### src/fh_consts.vh
`ifndef FH_CONSTS_VH
`define FH_CONSTS_VH

// opcodes
`define FH_OP_NOP        8'h00
`define FH_OP_WRITE_ENABLE_CMD       8'h06
`define FH_OP_WRITE_DISABLE_CMD       8'h04
`define FH_OP_RDSR       8'h05
`define FH_OP_STATUS_WRITE_CMD       8'h01
`define FH_OP_READ       8'h03
`define FH_OP_FAST       8'h0b
`define FH_OP_DOR        8'h3b
`define FH_OP_DIOR       8'hbb
`define FH_OP_PP         8'h02
`define FH_OP_DPROG      8'ha2
`define FH_OP_OTP        8'h42
`define FH_OP_SE         8'h20
`define FH_OP_BE         8'hd8
`define FH_OP_CE         8'hc7
`define FH_OP_DP         8'hb9
`define FH_OP_RES        8'hab
`define FH_OP_RDID       8'h9f

// signature bytes, values arbitrary
`define FH_ID_HI         8'h5a
`define FH_ID_LO         8'h21
`define FH_ID_LEGACY     8'h3c

// geometry
`define FH_AW            24
`define FH_PAGE_BYTES    256
`define FH_SECT_MASK     24'hfff000
`define FH_BLK_MASK      24'hff0000
`define FH_BYTE_BITS     4'h8
`define FH_IDX_LAST      8'hff

// frame byte counts
`define FH_BC_OP         3'h1
`define FH_BC_ONE        3'h2
`define FH_BC_ADDR       3'h4
`define FH_BC_DUMMY      3'h5
`define FH_BC_RES        3'h4
`define FH_BC_MAX        3'h7

// status byte bit positions
`define FH_SR_BUSY       0
`define FH_SR_WEL        1
`define FH_SR_BP_LO      2
`define FH_SR_BP_HI      4
`define FH_SR_LOCK       7

// erase kinds
`define FH_ER_SECT       2'h0
`define FH_ER_BLK        2'h1
`define FH_ER_CHIP       2'h2

// internal cycle kinds
`define FH_K_PROG        3'h0
`define FH_K_OTP         3'h1
`define FH_K_STATUS_WRITE_CMD        3'h2
`define FH_K_SE          3'h3
`define FH_K_BE          3'h4
`define FH_K_CE          3'h5

// cycle times and clock rate
`define FH_CLK_MHZ       32'd200
`define FH_CLK_KHZ       32'd200000
`define FH_T_PP_US       32'd3000
`define FH_T_W_MS        32'd15
`define FH_T_SE_MS       32'd400
`define FH_T_BE_MS       32'd1000
`define FH_T_CE_MS       32'd20000

// pin sampler reset levels: sclk cs_n hold_n wp_n io1 io0
`define FH_SYNC_RST      6'h0c

`endif

### src/fh_sync.v
`timescale 1ns/1ps

// two-stage sampler for pins from outside the clock domain
module fh_sync #(
  parameter       W   = 1,
  parameter [W-1:0] RV = {W{1'b0}}
) (
  input  wire         clk,
  input  wire         rst_n,
  input  wire [W-1:0] d,
  output wire [W-1:0] q
);

  genvar i;
  generate
    for (i = 0; i < W; i = i + 1) begin : g_bit
      reg meta_q;
      reg sync_q;
      // first stage feeds only the second
      always @(posedge clk or negedge rst_n) begin
        if (!rst_n) begin
          meta_q <= RV[i];
          sync_q <= RV[i];
        end else begin
          meta_q <= d[i];
          sync_q <= meta_q;
        end
      end
      assign q[i] = sync_q;
    end
  endgenerate

endmodule // fh_sync

### src/fh_flash_ctrl.v
`timescale 1ns/1ps
`include "fh_consts.vh"
module fh_flash_ctrl #(
  parameter [31:0] PP_CYCLES = `FH_T_PP_US * `FH_CLK_MHZ,
  parameter [31:0] W_CYCLES  = `FH_T_W_MS * `FH_CLK_KHZ,
  parameter [31:0] SE_CYCLES = `FH_T_SE_MS * `FH_CLK_KHZ,
  parameter [31:0] BE_CYCLES = `FH_T_BE_MS * `FH_CLK_KHZ,
  parameter [31:0] CE_CYCLES = `FH_T_CE_MS * `FH_CLK_KHZ
) (
  input  wire               clk,
  input  wire               rst_n,
  input  wire               sclk,
  input  wire               cs_n,
  input  wire               hold_n,
  input  wire               wp_n,
  input  wire               io0_in,
  output reg                io0_out_q,
  output reg                io0_oe_n_q,
  input  wire               io1_in,
  output reg                io1_out_q,
  output reg                io1_oe_n_q,
  output reg  [`FH_AW-1:0]  arr_addr_q,
  input  wire [7:0]         arr_rdata,
  output reg  [7:0]         arr_wdata_q,
  output reg                arr_we_q,
  output reg                arr_erase_q,
  output reg  [1:0]         arr_erase_kind_q,
  output reg                busy_flag_q,
  output reg                write_enable_latch_q,
  output reg  [2:0]         protect_size_q,
  output reg                status_lock_q,
  output reg                deep_sleep_q,
  output reg                standby_q
);

  localparam [1:0] ST_IDLE  = 2'h0;
  localparam [1:0] ST_PADDR = 2'h1;
  localparam [1:0] ST_PWR   = 2'h2;
  localparam [1:0] ST_WAIT  = 2'h3;

  wire [5:0]        sy;
  wire              sclk_s;
  wire              cs_s;
  wire              hold_s;
  wire              wp_s;
  wire              io1_s;
  wire              io0_s;
  reg               sclk_p_q;
  reg               cs_p_q;
  reg               armed_q;
  reg               hold_act_q;
  reg  [7:0]        op_q;
  reg  [7:0]        sh_q;
  reg  [3:0]        ibit_q;
  reg  [2:0]        bcnt_q;
  reg  [`FH_AW-1:0] addr_q;
  reg  [7:0]        stat_in_q;
  reg  [255:0]      valid_q;
  reg  [7:0]        pbuf [0:`FH_PAGE_BYTES-1];
  reg               data_seen_q;
  reg  [7:0]        tx_q;
  reg  [2:0]        obit_q;
  reg               drv_q;
  reg               id_cnt_q;
  reg               go_q;
  reg  [2:0]        go_kind_q;
  reg               wen_q;
  reg               wdis_q;
  reg               dp_q;
  reg               wake_q;
  reg  [1:0]        st_q;
  reg  [7:0]        idx_q;
  reg  [15:0]       pg_q;
  reg  [31:0]       tmr_q;

  // pin sampling
  fh_sync #(
    .W  (6),
    .RV (`FH_SYNC_RST)
  ) u_sync (
    .clk   (clk),
    .rst_n (rst_n),
    .d     ({sclk, cs_n, hold_n, wp_n, io1_in, io0_in}),
    .q     (sy)
  );
  assign {sclk_s, cs_s, hold_s, wp_s, io1_s, io0_s} = sy;

  // edge detection; clock edges gated by selection and hold, select rise gated by arming only, select fall not gated
  wire sel      = ~cs_s & armed_q;
  wire sck_rise = sclk_s & ~sclk_p_q & sel & ~hold_act_q;
  wire sck_fall = ~sclk_s & sclk_p_q & sel & ~hold_act_q;
  wire cs_fall  = cs_p_q & ~cs_s;
  wire cs_rise  = ~cs_p_q & cs_s & armed_q;

  // frame decode helpers
  reg       dual_in;
  reg       dual_out;
  reg       rd_op;
  reg [2:0] need;
  reg [7:0] nb;
  reg [3:0] ib;
  reg [7:0] src;
  reg       prog_op;

  always @* begin
    prog_op  = (op_q == `FH_OP_PP) || (op_q == `FH_OP_DPROG) || (op_q == `FH_OP_OTP);
    dual_in  = ((op_q == `FH_OP_DIOR) && (bcnt_q != 3'h0) && (bcnt_q < `FH_BC_DUMMY)) ||
               ((op_q == `FH_OP_DPROG) && (bcnt_q >= `FH_BC_ADDR));
    dual_out = (op_q == `FH_OP_DOR) || (op_q == `FH_OP_DIOR);
    rd_op    = 1'b1;
    case (op_q)
      `FH_OP_READ: need = `FH_BC_ADDR;
      `FH_OP_FAST: need = `FH_BC_DUMMY;
      `FH_OP_DOR:  need = `FH_BC_DUMMY;
      `FH_OP_DIOR: need = `FH_BC_DUMMY;
      `FH_OP_RDSR: need = `FH_BC_OP;
      `FH_OP_RDID: need = `FH_BC_OP;
      `FH_OP_RES:  need = `FH_BC_RES;
      default: begin
        need  = `FH_BC_MAX;
        rd_op = 1'b0;
      end
    endcase
    // msb first shifting
    nb = dual_in ? {sh_q[5:0], io1_s, io0_s} : {sh_q[6:0], io0_s};
    ib = ibit_q + (dual_in ? 4'h2 : 4'h1);
    case (op_q)
      `FH_OP_RDSR: src = {status_lock_q, 2'h0, protect_size_q, write_enable_latch_q, busy_flag_q};
      `FH_OP_RDID: src = id_cnt_q ? `FH_ID_LO : `FH_ID_HI;
      `FH_OP_RES:  src = `FH_ID_LEGACY;
      default:     src = arr_rdata;
    endcase
  end

  wire rx_en   = sck_rise & ~(rd_op & (bcnt_q >= need));
  wire tx_en   = sck_fall & rd_op & (bcnt_q >= need);
  wire byte_ok = rx_en & (ib == `FH_BYTE_BITS);
  wire pb_we   = byte_ok & (bcnt_q >= `FH_BC_ADDR) &
                 ((op_q == `FH_OP_PP) || (op_q == `FH_OP_DPROG));

  // page buffer storage
  always @(posedge clk) begin
    if (pb_we) begin
      pbuf[addr_q[7:0]] <= nb;
    end
  end

  // pin history, arming and hold tracking
  always @(posedge clk or negedge rst_n) begin
    if (!rst_n) begin
      sclk_p_q   <= 1'b0;
      cs_p_q     <= 1'b0;
      armed_q    <= 1'b0;
      hold_act_q <= 1'b0;
    end else begin
      sclk_p_q <= sclk_s;
      cs_p_q   <= cs_s;
      if (cs_fall) begin
        armed_q <= 1'b1;
      end
      if (cs_s) begin
        hold_act_q <= 1'b0;
      end else if (!sclk_s) begin
        hold_act_q <= ~hold_s;
      end
    end
  end

  // serial frame: capture, transmit, command issue at deselect
  always @(posedge clk or negedge rst_n) begin
    if (!rst_n) begin
      op_q        <= `FH_OP_NOP;
      sh_q        <= 8'h00;
      ibit_q      <= 4'h0;
      bcnt_q      <= 3'h0;
      addr_q      <= {`FH_AW{1'b0}};
      stat_in_q   <= 8'h00;
      valid_q     <= {256{1'b0}};
      data_seen_q <= 1'b0;
      tx_q        <= 8'h00;
      obit_q      <= 3'h0;
      drv_q       <= 1'b0;
      id_cnt_q    <= 1'b0;
      go_q        <= 1'b0;
      go_kind_q   <= `FH_K_PROG;
      wen_q       <= 1'b0;
      wdis_q      <= 1'b0;
      dp_q        <= 1'b0;
      wake_q      <= 1'b0;
      io1_out_q   <= 1'b0;
      io0_out_q   <= 1'b0;
    end else begin
      go_q   <= 1'b0;
      wen_q  <= 1'b0;
      wdis_q <= 1'b0;
      dp_q   <= 1'b0;
      wake_q <= 1'b0;
      if (cs_s) begin
        // deselected: frame state cleared
        op_q        <= `FH_OP_NOP;
        ibit_q      <= 4'h0;
        bcnt_q      <= 3'h0;
        obit_q      <= 3'h0;
        drv_q       <= 1'b0;
        id_cnt_q    <= 1'b0;
        data_seen_q <= 1'b0;
      end else begin
        if (rx_en) begin
          sh_q   <= nb;
          ibit_q <= byte_ok ? 4'h0 : ib;
        end
        if (byte_ok) begin
          if (bcnt_q != `FH_BC_MAX) begin
            bcnt_q <= bcnt_q + 3'h1;
          end
          if (bcnt_q == 3'h0) begin
            // opcode byte; filtered by deep sleep and busy
            if ((deep_sleep_q && nb != `FH_OP_RES) ||
                (busy_flag_q && nb != `FH_OP_RDSR)) begin
              op_q <= `FH_OP_NOP;
            end else begin
              op_q <= nb;
            end
            valid_q <= busy_flag_q ? valid_q : {256{1'b0}};
          end else if (bcnt_q < `FH_BC_ADDR) begin
            addr_q <= {addr_q[15:0], nb};
            if (bcnt_q == 3'h1) begin
              stat_in_q <= nb;
            end
          end else if (prog_op) begin
            // data wraps inside the addressed page
            valid_q[addr_q[7:0]] <= 1'b1;
            addr_q[7:0]          <= addr_q[7:0] + 8'h01;
            data_seen_q          <= 1'b1;
          end
        end
        if (tx_en) begin
          if (obit_q == 3'h0) begin
            drv_q    <= 1'b1;
            io1_out_q <= src[7];
            io0_out_q <= src[6];
            tx_q     <= dual_out ? {src[5:0], 2'h0} : {src[6:0], 1'b0};
            id_cnt_q <= ~id_cnt_q;
            addr_q   <= addr_q + {{(`FH_AW-1){1'b0}}, 1'b1};
          end else begin
            io1_out_q <= tx_q[7];
            io0_out_q <= tx_q[6];
            tx_q      <= dual_out ? {tx_q[5:0], 2'h0} : {tx_q[6:0], 1'b0};
          end
          obit_q <= obit_q + (dual_out ? 3'h2 : 3'h1);
        end
      end
      // command issue on deselect at a byte boundary
      if (cs_rise && ibit_q == 4'h0) begin
        case (op_q)
          `FH_OP_WRITE_ENABLE_CMD: wen_q  <= (bcnt_q == `FH_BC_OP);
          `FH_OP_WRITE_DISABLE_CMD: wdis_q <= (bcnt_q == `FH_BC_OP);
          `FH_OP_DP:   dp_q   <= (bcnt_q == `FH_BC_OP);
          `FH_OP_RES:  wake_q <= 1'b1;
          `FH_OP_STATUS_WRITE_CMD: begin
            go_q      <= write_enable_latch_q && (bcnt_q >= `FH_BC_ONE);
            go_kind_q <= `FH_K_STATUS_WRITE_CMD;
          end
          `FH_OP_PP, `FH_OP_DPROG: begin
            go_q      <= write_enable_latch_q && data_seen_q;
            go_kind_q <= `FH_K_PROG;
          end
          `FH_OP_OTP: begin
            go_q      <= write_enable_latch_q && data_seen_q;
            go_kind_q <= `FH_K_OTP;
          end
          `FH_OP_SE: begin
            go_q      <= write_enable_latch_q && (bcnt_q == `FH_BC_ADDR);
            go_kind_q <= `FH_K_SE;
          end
          `FH_OP_BE: begin
            go_q      <= write_enable_latch_q && (bcnt_q == `FH_BC_ADDR);
            go_kind_q <= `FH_K_BE;
          end
          `FH_OP_CE: begin
            go_q      <= write_enable_latch_q && (bcnt_q == `FH_BC_OP) &&
                         (protect_size_q == 3'h0);
            go_kind_q <= `FH_K_CE;
          end
          default: go_q <= 1'b0;
        endcase
      end
    end
  end

  // output enables: driven only while selected, unheld and sending
  always @(posedge clk or negedge rst_n) begin
    if (!rst_n) begin
      io1_oe_n_q <= 1'b1;
      io0_oe_n_q <= 1'b1;
    end else begin
      io1_oe_n_q <= ~(drv_q & ~cs_s & ~hold_act_q);
      io0_oe_n_q <= ~(drv_q & dual_out & ~cs_s & ~hold_act_q);
    end
  end

  // internal cycle engine, status bits and power state
  always @(posedge clk or negedge rst_n) begin
    if (!rst_n) begin
      st_q                 <= ST_IDLE;
      idx_q                <= 8'h00;
      pg_q                 <= 16'h0000;
      tmr_q                <= 32'h0;
      arr_addr_q           <= {`FH_AW{1'b0}};
      arr_wdata_q          <= 8'h00;
      arr_we_q             <= 1'b0;
      arr_erase_q          <= 1'b0;
      arr_erase_kind_q     <= `FH_ER_SECT;
      busy_flag_q          <= 1'b0;
      write_enable_latch_q <= 1'b0;
      protect_size_q       <= 3'h0;
      status_lock_q        <= 1'b0;
      deep_sleep_q         <= 1'b0;
      standby_q            <= 1'b0;
    end else begin
      arr_we_q    <= 1'b0;
      arr_erase_q <= 1'b0;
      standby_q   <= cs_s & ~busy_flag_q & ~deep_sleep_q & ~go_q & ~dp_q;
      if (dp_q) begin
        deep_sleep_q <= 1'b1;
      end else if (wake_q) begin
        deep_sleep_q <= 1'b0;
      end
      if (wdis_q) begin
        write_enable_latch_q <= 1'b0;
      end
      case (st_q)
        ST_IDLE: begin
          arr_addr_q <= addr_q;
          if (go_q) begin
            busy_flag_q <= 1'b1;
            st_q        <= ST_WAIT;
            case (go_kind_q)
              `FH_K_PROG: begin
                pg_q  <= addr_q[23:8];
                idx_q <= 8'h00;
                st_q  <= ST_PADDR;
              end
              `FH_K_OTP: tmr_q <= PP_CYCLES;
              `FH_K_STATUS_WRITE_CMD: begin
                if (!(~wp_s && status_lock_q)) begin
                  protect_size_q <= stat_in_q[`FH_SR_BP_HI:`FH_SR_BP_LO];
                  status_lock_q  <= stat_in_q[`FH_SR_LOCK];
                end
                tmr_q <= W_CYCLES;
              end
              `FH_K_SE: begin
                arr_erase_q      <= 1'b1;
                arr_erase_kind_q <= `FH_ER_SECT;
                arr_addr_q       <= addr_q & `FH_SECT_MASK;
                tmr_q            <= SE_CYCLES;
              end
              `FH_K_BE: begin
                arr_erase_q      <= 1'b1;
                arr_erase_kind_q <= `FH_ER_BLK;
                arr_addr_q       <= addr_q & `FH_BLK_MASK;
                tmr_q            <= BE_CYCLES;
              end
              default: begin
                arr_erase_q      <= 1'b1;
                arr_erase_kind_q <= `FH_ER_CHIP;
                arr_addr_q       <= {`FH_AW{1'b0}};
                tmr_q            <= CE_CYCLES;
              end
            endcase
          end
        end
        ST_PADDR: begin
          arr_addr_q <= {pg_q, idx_q};
          st_q       <= ST_PWR;
        end
        ST_PWR: begin
          // read-modify-write can only clear bits
          arr_we_q    <= valid_q[idx_q];
          arr_wdata_q <= pbuf[idx_q] & arr_rdata;
          idx_q       <= idx_q + 8'h01;
          if (idx_q == `FH_IDX_LAST) begin
            tmr_q <= PP_CYCLES;
            st_q  <= ST_WAIT;
          end else begin
            st_q <= ST_PADDR;
          end
        end
        default: begin
          if (tmr_q == 32'h0) begin
            busy_flag_q          <= 1'b0;
            write_enable_latch_q <= 1'b0;
            st_q                 <= ST_IDLE;
          end else begin
            tmr_q <= tmr_q - 32'h1;
          end
        end
      endcase
      if (wen_q) begin
        write_enable_latch_q <= 1'b1;
      end
    end
  end

endmodule // fh_flash_ctrl

### config.mk
export PLATFORM = sky130hd
export DESIGN_NAME = fh_flash_ctrl
export DESIGN_NICKNAME = d
export VERILOG_FILES = /design/src/fh_sync.v /design/src/fh_flash_ctrl.v
export VERILOG_INCLUDE_DIRS = /design/src
export SDC_FILE = /design/constraint.sdc
export NUM_CORES = 2
export LEC_CHECK = 0
export BUFFER_PORTS_ARGS = -buffer_cell sky130_fd_sc_hd__buf_2
export CORE_MARGIN = 2
export CORE_UTILIZATION = 50
export DETAILED_ROUTE_END_ITERATION = 10
export MAX_ROUTING_LAYER = met4
export PLACE_DENSITY = 0.63
export SLEW_MARGIN = 10
export SYNTH_ARGS = -nofsm -noshare
export SYNTH_HDL_FRONTEND = slang
export SYNTH_SLANG_ARGS = --single-unit
### constraint.sdc
create_clock -name clk -period 7.4 [get_ports clk]
set_input_delay 0 -clock clk [delete_from_list [all_inputs] [get_ports clk]]
set_output_delay 0 -clock clk [all_outputs]
set_load 0.02 [all_outputs]
==> impl_metrics.tcl <==
set metrics [dict create \
    path_common_cell "nor2_1" \
    start_util 0.504 \
    ir_drop_uv 221 \
    routed_via_density 6.54 \
    syn2layout_area_growth_pct 12.0 \
    drv_slew 0 \
    drt_first_pass_iters 8 \
    dr.max_layer_used "met4" \
    hold_violations 0 \
    grt_max_degree 183 \
    ys_seq_area_frac 0.723 \
    drtAntennaViolNets 0 \
    nNetsFinal 6028 \
    dp_hpwl_um 174000 \
    root_buffer "clkbuf_16" \
    cp_data_required_time_ps 7910 \
    drive_gt1_frac 0.199 \
    ys_types 89 \
    final_cells 8865 \
    grt_antenna_before_repair 15 \
    async_flop_share 0.180 \
    cts_max_level 4 \
    wl_met3_um 30700 \
    clkSinkCount 2497 \
    fp.dieH_um 453 \
    setup_tns_ps 0 \
    timing.fmax_mhz 183 \
    drt-initial-drc-count 8753 \
    overflow 0 \
    dp.cells 8378 \
    clk_pin_slew_ps 60 \
    routed_wirelength_um 293000 \
    core_area_um2 200000 \
    fillers 15100 \
    grt_pass1_vias 56400 \
    route.detailed.drc 0 \
    syn_avg_cell_area_um2 17.1 \
    worst_setup_path_end_kind "flip-flop" \
    cts_tree "built" \
    worstSkewPairLatency_ps 900 \
    wl_met2_um 136000 \
    start_kind "flip-flop" \
    synth_edf_count 2048 \
    dr_total_vias 58000 \
    fin_crit_sh 0.736 \
    crit_chain "inv_1 -> ha_1 -> nor2_1 -> o2111a_1 -> o21ai_1 -> buf_4 -> ha_1 -> fa_1 -> xor2_1 -> nor3_1 -> o211ai_1 -> nor2_1 -> buf_4 -> nand2_2 -> nor2_1" \
    grt_pass1_wl_um 421000 \
    slew_headroom 0.125 \
    syn_area_um2 101000 \
    gp_congestion 0.897 \
    status "complete, no violations" \
    finalSetupViolCount 0 \
    dieArea_um2 205000 \
    synth_warnings 0 \
    final.setup_skew_ps 44.3 \
    io_pins 64 \
    rows 164 \
    cts_buffers 241 \
    cellPowerDensity_nw_per_um2 268 \
    cts_resized 0 \
    ys.flop_type "edfxtp_1" \
    tightest_slew_ps 1310 \
    hold_class "input pin to flip-flop" \
    clock_path_buffers 3 \
    path_class "flip-flop to flip-flop" \
    wl_per_cell_um 33.1 \
    die_x_um 453 \
    synth_nets 5930 \
    grt_usage 0.295 \
    max_cap_viol_count 0 \
    crit_fanout 17 \
    rsz0062_at_grt "no" \
    m1WireLength_um 116000 \
    synth_seq_cells 2497 \
    postCtsSetupBuffers 0 \
    cp_slowest_cell "nor2_1" \
    portBuffers 63 \
    leakage_nw 37.5 \
    critPathMaxStageDelay_ps 810 \
    period_needed_ps 5450 \
    power.total_mw 30.2 \
    cp.arrival_ps 5960 \
    synthCells 5891 \
]
critical path, delay by kind of cell (launching register included):
family,cells,cell delay (ps)
AO/OA/AOI/OAI,3,680
XOR/XNOR,1,170
adder cells (fa/ha/maj),3,920
buffers and inverters,3,620
flip-flops,1,430
AND/OR/NAND/NOR,5,2220
worst paths after layout:
check	slack [ps]	startpoint	cells past startpoint	endpoint
hold reg to reg	350	u_sync.g_bit[2].meta_q	0	u_sync.g_bit[2].sync_q
setup reg to reg	1950	bcnt_q[0]	15	pbuf[143][7]
setup / recovery	1950	bcnt_q[0]	15	pbuf[143][7]
hold / removal	90	arr_rdata[4]	4	arr_wdata_q[4]
max in group asynchronous	6000	rst_n	4	u_sync.g_bit[0].sync_q
min in group asynchronous	410	rst_n	4	u_sync.g_bit[5].meta_q
registers in the layout (all words and copies together), names as in the netlist, 16 cells and up:
name	flops
pbuf	2048
valid_q	256
tmr_q	32
addr_q	24
arr_addr_q	24
pg_q	16
Yosys cell counts (all sizes together), types with 7 or more instances:
cell type,instances,area [µm²]
o21ai,162,811
nor4,22,169
o31ai,7,57.6
a22o,20,175
o22ai,17,106
nor2b,17,106
ha,21,263
nor2,661,2480
xnor2,9,78.8
or4,7,56.3
dfrtp,443,11100
and2,15,93.8
a22oi,77,578
mux4,522,11800
or3,18,113
o211ai,9,72.6
edfxtp,2048,61500
a21o,9,67.6
a222oi,12,120
a2111oi,14,129
buf,165,887
a221oi,44,385
inv,64,240
a211oi,40,300
nand3,77,385
or2,8,50.1
nor3,61,345
clkbuf,209,785
a31oi,29,181
a32oi,10,87.6
nand2,241,905
a32o,7,70.1
nand4,10,62.6
mux2i,253,2530
o32ai,11,96.3
a21oi,391,1960
mux2,30,338
and3,14,87.6
nand2b,14,87.6
o221ai,15,131
through the flow:
| step | setup slack, ps | hold WS [ps] | utilization | instance area (µm²) |
|---|---|---|---|---|
| 4_1_cts | 1990 | 35.7 | 0.564 | 113000 |
| 3_5_place_dp | 2000 | 115 | 0.522 | 104000 |
| 3_3_place_gp | 2180 | 109 | 0.522 | 104000 |
| 2_1_floorplan | 1980 | -296 | - | 101000 |
| 6_report | 1950 | 86.3 | 0.564 | 113000 |
| 5_1_grt | 1710 | 96.7 | 0.564 | 113000 |
area by class of cell:
type	count	area, µm²	area share
inverter	66	300	0.00266
clock buffer	293	6430	0.0571
multi-input combinational	2954	26300	0.233
sequential	2497	72800	0.645
antenna	12	30.0	0.000266
timing repair buffer	229	1900	0.0168
clock inverter	158	1720	0.0153
tap	2656	3320	0.0295
where the power goes:
part           switching (mW)  total, mW  internal, mW
sequential             0.0313       16.1          16.1
clock                    5.40       12.7          7.31
combinational            1.30       1.39        0.0929
total                    6.73       30.2          23.5
layer usage:
layer / vias up / global-route usage
met2: 3477 / 0.435
met4: 0 / 0.102
met5: - / -
met3: 564 / 0.0613
met1: 30400 / 0.411
li1: 23600 / -
cells by family (layout without fill, tap and decap cells):
family / Yosys count / in the layout / synth area share
other cells: 0 / 12 / 0
xor+xnor: 11 / 11 / 0.000957
fa+ha+maj: 23 / 23 / 0.00301
mux: 805 / 805 / 0.145
flops: 2497 / 2497 / 0.723
buf+inv: 440 / 746 / 0.0191
compound gates: 923 / 923 / 0.0575
simple gates: 1192 / 1192 / 0.0515
timing repair:
item                                    4_1_cts  5_1_grt
hold endpoints to repair                    146        0
hold buffers                                 24        0
endpoints found under the setup margin        0        0
cell usage in the layout (no fill, tap or decap), types with 13 or more instances in the layout:
cell           count
a221oi_1          44
clkbuf_1          37
buf_2             62
clkinvlp_4        13
edfxtp_1        2048
nor2_1           651
bufinv_16         33
nor3_1            45
clkbuf_16        246
mux2_2            29
nor4_1            15
clkinv_2          61
a21oi_1          390
o21ai_0          161
buf_12            20
o221ai_1          15
clkinv_1          40
nand3_1           65
mux2i_1          253
a31oi_1           29
dfrtp_1          436
nor2b_1           13
ha_1              20
mux4_2           522
nand2_1          239
nor3_2            16
dlygate4sd3_1     23
nand2b_1          14
inv_1             54
buf_4            122
a22o_1            20
or3_1             18
a22oi_1           77
a211oi_1          40
and3_1            14
o22ai_1           17
(Power assumes the default switching activity.)
